--- config.mk ---
export PLATFORM = sky130hd
export DESIGN_NAME = frc_fan_ramp
export DESIGN_NICKNAME = d
export VERILOG_FILES = /design/src/frc_pkg.sv /design/src/frc_fan_ramp.sv
export SDC_FILE = /design/constraint.sdc
export NUM_CORES = 1
export LEC_CHECK = 0
export ABC_AREA = 1
export ABC_CLOCK_PERIOD_IN_PS = 7250
export BUFFER_PORTS_ARGS = -buffer_cell sky130_fd_sc_hd__buf_2
export CORE_MARGIN = 2
export CORE_UTILIZATION = 25
export CTS_BUF_LIST = sky130_fd_sc_hd__clkbuf_8 sky130_fd_sc_hd__clkbuf_16
export CTS_CLUSTER_DIAMETER = 50
export CTS_CLUSTER_SIZE = 8
export DETAILED_ROUTE_END_ITERATION = 7
export HOLD_SLACK_MARGIN = 0.06
export SYNTH_ARGS = -nofsm -noshare
export SYNTH_HDL_FRONTEND = slang
export SYNTH_SLANG_ARGS = --single-unit
--- constraint.sdc ---
create_clock -name clk_sys -period 7.25 [get_ports clk_sys]
set_clock_uncertainty 0.05 [all_clocks]
set_input_delay 0.3625 -clock clk_sys [delete_from_list [all_inputs] [get_ports clk_sys]]
set_output_delay 0.3625 -clock clk_sys [all_outputs]
set_load 0.01 [all_outputs]
--- src/frc_pkg.sv ---
// Package for the fan ramp limiter and alert-driven operating point capture.
// Assumes a 40 MHz system clock and a 32-bit APB with word-aligned registers.
package frc_pkg;

  // Register indices; the byte address is four times the index.
  localparam logic [7:0] IDX_DYN_CTRL   = 8'h36;
  localparam logic [7:0] IDX_OUT1_CFG   = 8'h5c;
  localparam logic [7:0] IDX_OUT2_CFG   = 8'h5d;
  localparam logic [7:0] IDX_OUT3_CFG   = 8'h5e;
  localparam logic [7:0] IDX_RAMP_1     = 8'h62;
  localparam logic [7:0] IDX_RAMP_2     = 8'h63;
  localparam logic [7:0] IDX_OPPT_BASE  = 8'h70;
  localparam logic [7:0] IDX_START_BASE = 8'h74;
  localparam logic [7:0] IDX_DUTY_BASE  = 8'h78;
  localparam logic [7:0] IDX_TEMP_BASE  = 8'h7c;

  // Reset values.
  localparam logic [7:0] RST_BYTE = 8'h00;

  // Field positions.
  localparam int CAP_R2_BIT  = 2;
  localparam int CAP_LOC_BIT = 3;
  localparam int CAP_R1_BIT  = 4;
  localparam int DYN_R2_BIT  = 5;
  localparam int DYN_LOC_BIT = 6;
  localparam int DYN_R1_BIT  = 7;
  localparam int SLOW_BIT    = 3;
  localparam int CODE_LO_LSB = 0;
  localparam int CODE_HI_LSB = 4;
  localparam int EN_LO_BIT   = 3;
  localparam int EN_HI_BIT   = 7;
  localparam int NUM_CH      = 3;

  // Duty scale and ramp timing.
  localparam logic [7:0] DUTY_FULL     = 8'hff;
  localparam int         DUTY_SLOTS    = 255;
  localparam longint     FULL_RAMP_MS  = 35000;
  localparam longint     CLK_PERIOD_PS = 25000;
  localparam longint     TICK_CYCLES_L =
    (FULL_RAMP_MS * 64'd1000000000) / (DUTY_SLOTS * CLK_PERIOD_PS);
  localparam int         TICK_CYCLES   = int'(TICK_CYCLES_L);
  localparam logic [1:0] SLOW_LAST     = 2'h3;

  // One byte per temperature channel: remote 1, local, remote 2.
  typedef struct packed {
    logic [7:0] remote2;
    logic [7:0] local_t;
    logic [7:0] remote1;
  } frc_chan_s;

  // One byte per fan output: output 3, output 2, output 1.
  typedef struct packed {
    logic [7:0] out3;
    logic [7:0] out2;
    logic [7:0] out1;
  } frc_duty_s;

endpackage

--- src/frc_fan_ramp.sv ---
// Fan duty ramp limiter with thermal-alert operating point capture, APB slave.
// Assumes all inputs are synchronous to clk_sys and the APB master follows AMBA APB.
`timescale 1ns/10ps
module frc_fan_ramp #(
  parameter int TICK_CYCLES = frc_pkg::TICK_CYCLES
) (
  input  wire logic              clk_sys,
  input  wire logic              nrst,
  input  wire logic              psel,
  input  wire logic              penable,
  input  wire logic              pwrite,
  input  wire logic [11:0]       paddr,
  input  wire logic [31:0]       pwdata,
  output logic [31:0]            prdata,
  output logic                   pready,
  output logic                   pslverr,
  input  wire logic              thermal_alert_n,
  input  wire frc_pkg::frc_chan_s cur_temp,
  input  wire frc_pkg::frc_chan_s adj_start_temp,
  input  wire logic              adj_start_valid,
  input  wire frc_pkg::frc_duty_s duty_target,
  output frc_pkg::frc_duty_s     duty_out,
  output frc_pkg::frc_chan_s     fan_start_temp,
  output frc_pkg::frc_chan_s     op_point,
  output logic [2:0]             dyn_floor_en
);
  import frc_pkg::*;

  logic [7:0]  dyn_ctrl_reg;
  logic [7:0]  cfg_reg    [NUM_CH];
  logic [7:0]  ramp1_reg;
  logic [7:0]  ramp2_reg;
  logic [7:0]  oppt_reg   [NUM_CH];
  logic [7:0]  start_reg  [NUM_CH];
  logic [7:0]  duty_reg   [NUM_CH];
  logic [1:0]  slow_cnt_reg [NUM_CH];
  logic        alert_prev_reg;
  logic        alert_event;
  logic [31:0] tick_cnt_reg;
  logic        tick;
  logic [31:0] rdata_reg;
  logic        err_reg;
  logic        wr_en;
  logic [7:0]  widx;
  logic [7:0]  temp_ch    [NUM_CH];
  logic [7:0]  tgt_ch     [NUM_CH];
  logic [7:0]  adj_ch     [NUM_CH];
  logic        remote2_alert_capture_en;
  logic        local_alert_capture_en;
  logic        remote1_alert_capture_en;
  logic        remote2_dynamic_floor_en;
  logic        local_dynamic_floor_en;
  logic        remote1_dynamic_floor_en;
  logic [2:0]  ramp_code_out1;
  logic [2:0]  ramp_code_out2;
  logic [2:0]  ramp_code_out3;
  logic        cap_en_ch  [NUM_CH];
  logic        dyn_en_ch  [NUM_CH];
  logic [2:0]  code_ch    [NUM_CH];
  logic        ramp_code_out1_ch    [NUM_CH];
  logic        slow_ch    [NUM_CH];
  logic [7:0]  step_ch    [NUM_CH];
  logic        step_now_ch [NUM_CH];
  logic [7:0]  duty_next  [NUM_CH];

  // Step size in duty slots for a three-bit ramp code.
  function automatic logic [7:0] step_of(input logic [2:0] code);
    case (code)
      3'd0:    step_of = 8'h01;
      3'd1:    step_of = 8'h02;
      3'd2:    step_of = 8'h03;
      3'd3:    step_of = 8'h05;
      3'd4:    step_of = 8'h08;
      3'd5:    step_of = 8'h0c;
      3'd6:    step_of = 8'h18;
      default: step_of = 8'h30;
    endcase
  endfunction

  // Ramp code of one fan output.
  function automatic logic [2:0] code_of(input int ch, input logic [7:0] r1,
                                         input logic [7:0] r2);
    case (ch)
      0:       code_of = r1[CODE_LO_LSB +: 3];
      1:       code_of = r2[CODE_HI_LSB +: 3];
      default: code_of = r2[CODE_LO_LSB +: 3];
    endcase
  endfunction

  // Acoustic enable of one fan output.
  function automatic logic ramp_code_out1_en(input int ch, input logic [7:0] r1,
                                   input logic [7:0] r2);
    case (ch)
      0:       ramp_code_out1_en = r1[EN_LO_BIT];
      1:       ramp_code_out1_en = r2[EN_HI_BIT];
      default: ramp_code_out1_en = r2[EN_LO_BIT];
    endcase
  endfunction

  // Next ramped duty: one step toward target, landing exactly when close.
  function automatic logic [7:0] ramp_next(input logic [7:0] prev,
                                           input logic [7:0] tgt,
                                           input logic [7:0] step);
    if (tgt > prev) begin
      if (tgt - prev < step) begin
        ramp_next = tgt;
      end else begin
        ramp_next = prev + step;
      end
    end else if (tgt < prev) begin
      if (prev - tgt < step) begin
        ramp_next = tgt;
      end else begin
        ramp_next = prev - step;
      end
    end else begin
      ramp_next = prev;
    end
  endfunction

  assign temp_ch[0] = cur_temp.remote1;
  assign temp_ch[1] = cur_temp.local_t;
  assign temp_ch[2] = cur_temp.remote2;
  assign adj_ch[0]  = adj_start_temp.remote1;
  assign adj_ch[1]  = adj_start_temp.local_t;
  assign adj_ch[2]  = adj_start_temp.remote2;
  assign tgt_ch[0]  = duty_target.out1;
  assign tgt_ch[1]  = duty_target.out2;
  assign tgt_ch[2]  = duty_target.out3;

  // Control fields, one signal per field.
  // Capture and dynamic bits keep their register positions.
  assign remote2_alert_capture_en = dyn_ctrl_reg[CAP_R2_BIT];
  assign local_alert_capture_en   = dyn_ctrl_reg[CAP_LOC_BIT];
  assign remote1_alert_capture_en = dyn_ctrl_reg[CAP_R1_BIT];
  assign remote2_dynamic_floor_en = dyn_ctrl_reg[DYN_R2_BIT];
  assign local_dynamic_floor_en   = dyn_ctrl_reg[DYN_LOC_BIT];
  assign remote1_dynamic_floor_en = dyn_ctrl_reg[DYN_R1_BIT];
  assign ramp_code_out1           = code_of(0, ramp1_reg, ramp2_reg);
  assign ramp_code_out2           = code_of(1, ramp1_reg, ramp2_reg);
  assign ramp_code_out3           = code_of(2, ramp1_reg, ramp2_reg);

  // Per-channel views: index 0 is remote 1 or output 1, index 2 remote 2 or output 3.
  assign cap_en_ch[0] = remote1_alert_capture_en;
  assign cap_en_ch[1] = local_alert_capture_en;
  assign cap_en_ch[2] = remote2_alert_capture_en;
  assign dyn_en_ch[0] = remote1_dynamic_floor_en;
  assign dyn_en_ch[1] = local_dynamic_floor_en;
  assign dyn_en_ch[2] = remote2_dynamic_floor_en;
  assign code_ch[0]   = ramp_code_out1;
  assign code_ch[1]   = ramp_code_out2;
  assign code_ch[2]   = ramp_code_out3;
  assign slow_ch[0]   = cfg_reg[0][SLOW_BIT];
  assign slow_ch[1]   = cfg_reg[1][SLOW_BIT];
  assign slow_ch[2]   = cfg_reg[2][SLOW_BIT];

  // APB: zero-wait access; read data is captured in the setup cycle.
  assign pready  = psel & penable;
  assign pslverr = psel & penable & err_reg;
  assign prdata  = rdata_reg;
  assign wr_en   = psel & penable & pwrite & ~err_reg;
  assign widx    = paddr[9:2];

  // Unmapped or misaligned addresses answer with an error.
  function automatic logic mapped(input logic [11:0] a);
    logic [7:0] i;
    logic       aligned;
    logic       ctrl_hit;
    logic       cfg_hit;
    logic       ramp_hit;
    logic       bank_hit;
    i        = a[9:2];
    aligned  = (a[1:0] == 2'b00) && (a[11:10] == 2'b00);
    ctrl_hit = (i == IDX_DYN_CTRL);
    cfg_hit  = (i >= IDX_OUT1_CFG) && (i <= IDX_OUT3_CFG);
    ramp_hit = (i == IDX_RAMP_1) || (i == IDX_RAMP_2);
    bank_hit = (i >= IDX_OPPT_BASE) && (i < IDX_TEMP_BASE + 8'd3) && (i[1:0] != 2'b11);
    mapped   = aligned && (ctrl_hit || cfg_hit || ramp_hit || bank_hit);
  endfunction

  // Read data and the error flag are latched in the setup cycle.
  always_ff @(posedge clk_sys or negedge nrst) begin
    if (!nrst) begin
      rdata_reg <= 32'h0000_0000;
      err_reg   <= 1'b0;
    end else if (psel && !penable) begin
      err_reg   <= ~mapped(paddr);
      rdata_reg <= 32'h0000_0000;
      if (!pwrite) begin
        case (widx)
          IDX_DYN_CTRL:          rdata_reg[7:0] <= dyn_ctrl_reg;
          IDX_OUT1_CFG:          rdata_reg[7:0] <= cfg_reg[0];
          IDX_OUT2_CFG:          rdata_reg[7:0] <= cfg_reg[1];
          IDX_OUT3_CFG:          rdata_reg[7:0] <= cfg_reg[2];
          IDX_RAMP_1:            rdata_reg[7:0] <= ramp1_reg;
          IDX_RAMP_2:            rdata_reg[7:0] <= ramp2_reg;
          IDX_OPPT_BASE:         rdata_reg[7:0] <= oppt_reg[0];
          IDX_OPPT_BASE + 8'd1:  rdata_reg[7:0] <= oppt_reg[1];
          IDX_OPPT_BASE + 8'd2:  rdata_reg[7:0] <= oppt_reg[2];
          IDX_START_BASE:        rdata_reg[7:0] <= start_reg[0];
          IDX_START_BASE + 8'd1: rdata_reg[7:0] <= start_reg[1];
          IDX_START_BASE + 8'd2: rdata_reg[7:0] <= start_reg[2];
          IDX_DUTY_BASE:         rdata_reg[7:0] <= duty_reg[0];
          IDX_DUTY_BASE + 8'd1:  rdata_reg[7:0] <= duty_reg[1];
          IDX_DUTY_BASE + 8'd2:  rdata_reg[7:0] <= duty_reg[2];
          IDX_TEMP_BASE:         rdata_reg[7:0] <= temp_ch[0];
          IDX_TEMP_BASE + 8'd1:  rdata_reg[7:0] <= temp_ch[1];
          IDX_TEMP_BASE + 8'd2:  rdata_reg[7:0] <= temp_ch[2];
          default:               rdata_reg <= 32'h0000_0000;
        endcase
      end
    end
  end

  // Control registers written by software.
  always_ff @(posedge clk_sys or negedge nrst) begin
    if (!nrst) begin
      dyn_ctrl_reg <= RST_BYTE;
      ramp1_reg    <= RST_BYTE;
      ramp2_reg    <= RST_BYTE;
      cfg_reg[0]   <= RST_BYTE;
      cfg_reg[1]   <= RST_BYTE;
      cfg_reg[2]   <= RST_BYTE;
    end else if (wr_en) begin
      case (widx)
        IDX_DYN_CTRL: dyn_ctrl_reg <= pwdata[7:0];
        IDX_OUT1_CFG: cfg_reg[0]   <= pwdata[7:0];
        IDX_OUT2_CFG: cfg_reg[1]   <= pwdata[7:0];
        IDX_OUT3_CFG: cfg_reg[2]   <= pwdata[7:0];
        IDX_RAMP_1:   ramp1_reg    <= pwdata[7:0];
        IDX_RAMP_2:   ramp2_reg    <= pwdata[7:0];
        default:      ;
      endcase
    end
  end

  // Alert event is the falling edge of the active-low alert input.
  always_ff @(posedge clk_sys or negedge nrst) begin
    if (!nrst) begin
      alert_prev_reg <= 1'b1;
    end else begin
      alert_prev_reg <= thermal_alert_n;
    end
  end
  assign alert_event = alert_prev_reg & ~thermal_alert_n;

  // Update tick: one duty update per slot time of a full-scale 35 s ramp.
  always_ff @(posedge clk_sys or negedge nrst) begin
    if (!nrst) begin
      tick_cnt_reg <= 32'h0000_0000;
    end else if (tick) begin
      tick_cnt_reg <= 32'h0000_0000;
    end else begin
      tick_cnt_reg <= tick_cnt_reg + 32'h0000_0001;
    end
  end
  assign tick = (tick_cnt_reg == 32'(TICK_CYCLES - 1));

  // Per-channel capture, fan-start and duty logic.
  genvar g;
  generate
    for (g = 0; g < NUM_CH; g++) begin : g_ch
      // Operating point: capture on alert wins over a software write.
      always_ff @(posedge clk_sys or negedge nrst) begin
        if (!nrst) begin
          oppt_reg[g] <= RST_BYTE;
        end else if (alert_event && cap_en_ch[g]) begin
          oppt_reg[g] <= temp_ch[g];
        end else if (wr_en && widx == IDX_OPPT_BASE + 8'(g)) begin
          oppt_reg[g] <= pwdata[7:0];
        end
      end

      // Fan-start temperature: adjusted only while dynamic mode is on.
      always_ff @(posedge clk_sys or negedge nrst) begin
        if (!nrst) begin
          start_reg[g] <= RST_BYTE;
        end else if (adj_start_valid && dyn_en_ch[g]) begin
          start_reg[g] <= adj_ch[g];
        end else if (wr_en && widx == IDX_START_BASE + 8'(g)) begin
          start_reg[g] <= pwdata[7:0];
        end
      end
      assign dyn_floor_en[g] = dyn_en_ch[g];

      // Slowdown counter counts updates; step only on the fourth.
      always_ff @(posedge clk_sys or negedge nrst) begin
        if (!nrst) begin
          slow_cnt_reg[g] <= 2'b00;
        end else if (tick) begin
          slow_cnt_reg[g] <= slow_cnt_reg[g] + 2'b01;
        end
      end

      assign ramp_code_out1_ch[g]     = ramp_code_out1_en(g, ramp1_reg, ramp2_reg);
      assign step_ch[g]     = step_of(code_ch[g]);
      assign step_now_ch[g] = tick && (!slow_ch[g] || slow_cnt_reg[g] == SLOW_LAST);

      // Duty in 1/255 slots, ramped or direct.
      always_comb begin
        if (!ramp_code_out1_ch[g]) begin
          duty_next[g] = tgt_ch[g];
        end else if (step_now_ch[g]) begin
          duty_next[g] = ramp_next(duty_reg[g], tgt_ch[g], step_ch[g]);
        end else begin
          // Between steps the ramped duty holds its value.
          duty_next[g] = duty_reg[g];
        end
      end

      always_ff @(posedge clk_sys or negedge nrst) begin
        if (!nrst) begin
          duty_reg[g] <= RST_BYTE;
        end else begin
          duty_reg[g] <= duty_next[g];
        end
      end
    end
  endgenerate

  assign duty_out.out1       = duty_reg[0];
  assign duty_out.out2       = duty_reg[1];
  assign duty_out.out3       = duty_reg[2];
  assign fan_start_temp.remote1 = start_reg[0];
  assign fan_start_temp.local_t = start_reg[1];
  assign fan_start_temp.remote2 = start_reg[2];
  assign op_point.remote1    = oppt_reg[0];
  assign op_point.local_t    = oppt_reg[1];
  assign op_point.remote2    = oppt_reg[2];

endmodule // frc_fan_ramp

After elaboration in Yosys (flattened, before gate mapping)

Cells that the tools add are included.

Register bits: 192
Output and inout port bits: 109

Add/sub/neg operators: 16
Mux-type cells: 36
Bitwise logic cells: 8
Reductions and logical operators: 52
Magnitude comparators: 16
Equal/unequal tests: 47

Operators with widths:

| cell                                                                                | count |
|---|---|
| 8-bit two-way mux                                                                   | 31 |
| 8-bit case mux with 18 select lines                                                 | 1 |
| 8-bit by 7-bit equality test with 1-bit output, second input constant               | 17 |
| 6-bit case mux with 7 select lines                                                  | 3 |
| 8-bit less-than comparator                                                          | 9 |
| 8-bit subtractor                                                                    | 9 |
| 32-bit by 1-bit adder with 32-bit output, second input constant                     | 1 |
| 32-bit by 23-bit equality test with 1-bit output, second input constant             | 1 |
| 32-bit two-way mux                                                                  | 1 |
| 3-bit equality test, second input constant                                          | 9 |
| 8-bit adder                                                                         | 3 |
| 8-bit > comparator                                                                  | 3 |
| 1-bit logical AND                                                                   | 21 |
| 3-bit by 2-bit equality test with 1-bit output, second input constant               | 6 |
| 2-bit AND reduction                                                                 | 9 |
| 8-bit by 7-bit greater-or-equal comparator with 1-bit output, second input constant | 2 |
| 2-bit nonzero test                                                                  | 6 |
| 3-bit by 1-bit equality test with 1-bit output, second input constant               | 3 |
| 3-bit logical NOT                                                                   | 3 |
| 3-bit by 1-bit inequality test with 1-bit output, second input constant             | 3 |
| 8-bit by 6-bit equality test with 1-bit output, second input constant               | 1 |
| 8-bit by 7-bit <= comparator with 1-bit output, second input constant               | 1 |
| 8-bit by 7-bit less-than comparator with 1-bit output, second input constant        | 1 |
| 1-bit logical OR                                                                    | 7 |
| 8 further kinds                                                                     | 24 |

Depth between registers and ports, before layout

Depth after elaboration: 8
Depth in mapped cells: 20

Least setup slack after synthesis

No wires, ideal clock.

Path type: reg-to-reg
Start: register duty_reg (netlist bit duty_out[9])
End: register duty_reg (netlist bit duty_out[9])
Setup time: 117 ps
Stages on the path, launching flop included: 16
Path slack: 4572 ps
Buffers on the path: 0
Data arrival time: 2511 ps
Path through: dfrtp_1 > inv_1 > ha_1 > a21oi_1 > nand2_1 > a31oi_1 > xor2_1 > ha_1 > a21oi_1 > nand3_1 > nor2_4 > nand3_1 > nand3_1 > nand3_1 > nand2_1 > nand2_1

Longest elaborated chain between the ends: 7
Elaborated cells on any way between the ends: 16
Classes of those cells: 4 x add/sub; 4 x order compare; 1 x eq/ne; 6 x mux; 1 x reduce/logical

RTL lines:

| item                            | RTL line            | RTL |
|---|---|---|
| start, declared                 | frc_fan_ramp.sv:35  | `logic [7:0] duty_reg [NUM_CH];` |
| start signal, assigned by index | frc_fan_ramp.sv:315 | `duty_reg[g] <= duty_next[g];` |
| 8-bit subtractor                | frc_fan_ramp.sv:111 | `if (prev - tgt < step) begin` |
| 8-bit less-than comparator      | frc_fan_ramp.sv:111 |  |
| 8-bit two-way mux               | frc_fan_ramp.sv:111 |  |
| 8-bit two-way mux               | frc_fan_ramp.sv:110 | `end else if (tgt < prev) begin` |
| 8-bit two-way mux               | frc_fan_ramp.sv:104 | `if (tgt > prev) begin` |
| 8-bit two-way mux               | frc_fan_ramp.sv:303 | `end else if (step_now_ch[g]) begin` |
| 8-bit two-way mux               | frc_fan_ramp.sv:301 | `if (!ramp_code_out1_ch[g]) begin` |

Several ways; a longest one is shown, not always the timed one. The select of a mux whose other input is x is not followed.
A chain may end at the register's enable or synchronous reset.

Worst setup path after layout

Same ends and word-level chain as after synthesis.

==> flow_summary.json <==
{
  "reg2reg_to": "duty_out[9]",
  "arrival_ps": 3530,
  "placementRows": 89,
  "rsz0062_at_grt": "no",
  "drive_gt1_share_pct": 14.22,
  "syn_inst": 2124,
  "die_h_um": 247.4,
  "timing.setup.critical_path_class": "reg -> reg",
  "port_buffers": 183,
  "fin_tns_setup_ps": 0,
  "worst_r2r_startpoint": "duty_out[9]",
  "antenna_found_initial": 12,
  "drt_iter0_markers": 1183,
  "fill_cells": 6503,
  "synthXorXnorAreaFrac_pct": 4.256,
  "synth.area.top_cells": "dfrtp_1 (28%), nand2_1 (15%), ha_1 (9.7%)",
  "synth_commonest_cells": "nand2_1 (577), inv_1 (288), nand3_1 (221)",
  "worst_slack_ps": 4091,
  "grt_start_max_net_pins": 93,
  "hold_start": "adj_start_temp[9]",
  "remaining_drc_errors": 0,
  "ir_drop_mv": 0.1478,
  "grt.total_usage_pct": 17.02,
  "ys_warn_count": 0,
  "h-tree-depth": 4,
  "largest_register_ffs": 32,
  "cts-root-buf": "clkbuf_16",
  "post_cts_resized": 0,
  "relSlewSlack_pct": 31.20,
  "ys.flop_type": "dfrtp_1",
  "synth_compound_area_share_pct": 12.69,
  "totalWireLength_um": 52120,
  "preCtsSetupSlack_ps": 4068,
  "seq_area_frac_synth_pct": 28.38,
  "status": "completed",
  "grt_first_pass_wirelength_um": 79760,
  "die_area_um2": 61220,
  "reg2reg_depth": 16,
  "cts.sinks": 168,
  "max_freq_ghz": 0.3165,
  "min_path_type": "in -> reg",
  "hpwl_um": 41420,
  "via_per_inst": 4.745,
  "clock_path_buffers": 2,
  "startpoint": "duty_out[9]",
  "synthAdderAreaFrac_pct": 10.93,
  "power.internal_mw": 1.674,
  "p_clk_share_pct": 39.4,
  "reg2reg_slack_ps": 4090,
  "p_sw_mw": 0.9021,
  "path_max_fanout": 9,
  "wire_per_inst_um": 17.01,
  "switching_share_pct": 35.01,
  "grt_overflow": 0,
  "setup_viol": 0,
  "first_global_vias": 13560,
  "maxCapViolCount": 0,
  "synth_most_common_cell": "nand2_1",
  "hold_viol": 0,
  "area_growth_pct": 14.47,
  "clock_latency_ps": 490,
  "synthMuxAreaShare_pct": 0,
  "ctsHoldBuffers": 2,
  "fin_crit_sh_pct": 43.58,
  "antenna_left": 0,
  "io_pins": 232,
  "synth_top_family_by_area": "simple AND/OR/NAND/NOR gates",
  "clk_pin_slew_ps": 80,
  "core_area_um2": 58800,
  "power_per_cell_area_nw_per_um2": 151.9,
  "async_flop_share_pct": 100.0,
  "syn_avg_cell_area_um2": 6.975,
  "power.total_mw": 2.577,
  "leakage_nw": 8.871,
  "synth_top_area_share_pct": 28.21,
  "worstHoldEndpoint": "fan_start_temp[9]",
  "worst_pin_slew_ps": 1032,
  "p_comb_share_pct": 23.3,
  "postCtsSetupBuffers": 0,
  "ys_ff_latch": 168,
  "layout_min_cycle_time_ps": 3159,
  "holdPathStages": 3,
  "yosys.area.top_type": "dfrtp_1",
  "worst_ep_required_time_ps": 7620,
  "numCtsBuffers": 17,
  "initial_utilization_pct": 25.20,
  "maxSlewViolCount": 0,
  "final_nets": 2519,
  "p_seq_share_pct": 37.3,
  "startpoint_type": "flop",
  "synth_simple_gate_area_share_pct": 32.24,
  "tritoncts": "built",
  "netlist_area_um2": 14820,
  "first_pass_iters": 5,
  "finalWeightedCongestion": 0.8913,
  "synth_edf_count": 0,
  "critPathCaptureType": "flop",
  "ys_types": 52,
  "die_width_um": 247.4,
  "num_vias": 14540
}
==> through the flow <==
step / cells / area (µm²) / util [%] / hold WS [ps]
final: 3064 / 16960 / 28.84 / 91.95
after global routing: 3062 / 16950 / 28.83 / 82.75
after CTS: 3058 / 16940 / 28.82 / 64.50
after detailed placement: 3024 / 16290 / 27.71 / 417.3
after global placement: 3024 / 16290 / 27.71 / 412.5
after floorplan: 2147 / 14900 / - / 16.91
==> worst max path at each step <==
stage / end / slack, ps / cells after the start
floorplan: duty_out[9] / 4570 / 15
global placement: duty_out[19] / 4070 / 17
detailed placement: duty_out[20] / 4070 / 17
CTS: duty_out[13] / 4080 / 16
global route: duty_out[13] / 3760 / 16
finish: duty_out[9] / 4090 / 16
==> layout by cell type, fill, tap and decap left out, types with 29 or more instances in the layout <==
master	n
inv_1	288
ha_1	115
nand4_1	29
o211ai_1	40
o21ai_0	106
nand3_1	221
xor2_1	62
nor2_1	110
a21oi_1	76
dfrtp_1	167
buf_2	182
nand2_1	577
==> worst max-delay path, stage by stage (launching register included) <==
cell     delay, ps
dfrtp_1        590
inv_1          240
ha_1           250
a21oi_1        140
nand2_1        130
a31oi_1        190
xor2_1         170
ha_1           260
a21oi_1        150
nand3_1        130
nor2_4         290
nand2_4        130
nand2_1         90
nand3_1         70
nand3_1        100
nand2_1         70
nand2_1         50
==> cell families after synthesis <==
family	count (synthesis)
buf+inv	395
simple gates	1046
other cells	1
compound gates	318
xor+xnor	72
fa+ha+maj	124
flops	168
==> final cells by class <==
cell class	count	area (µm²)	area share [%]
inverters	312	1171	6.906
diodes	6	15.01	0.08853
multi-input cells	1584	8996	53.05
clock inverters	15	206.4	1.217
clock buffers	17	425.4	2.508
well taps	773	967.2	5.703
flip-flops and latches	168	4205	24.80
repair buffers	189	972.2	5.733
==> layer usage <==
metal,up-vias,part of all wire [%],track usage (%)
met1,6776,44,22.71
met2,469,45,26.34
met5,-,0.17,0
met3,88,7.6,4.542
met4,12,3.0,6.076
li1,7194,-,-
==> power by group through the flow <==
stage	Clock, mW	Sequential, mW	Combinational (mW)
floorplan	0	0.977	0.429
global placement	0	0.981	0.592
detailed placement	0	0.981	0.592
CTS	1.04	0.963	0.597
global route	1.07	0.964	0.677
finish	1.01	0.962	0.600
Power figures use the tool's default switching activity.
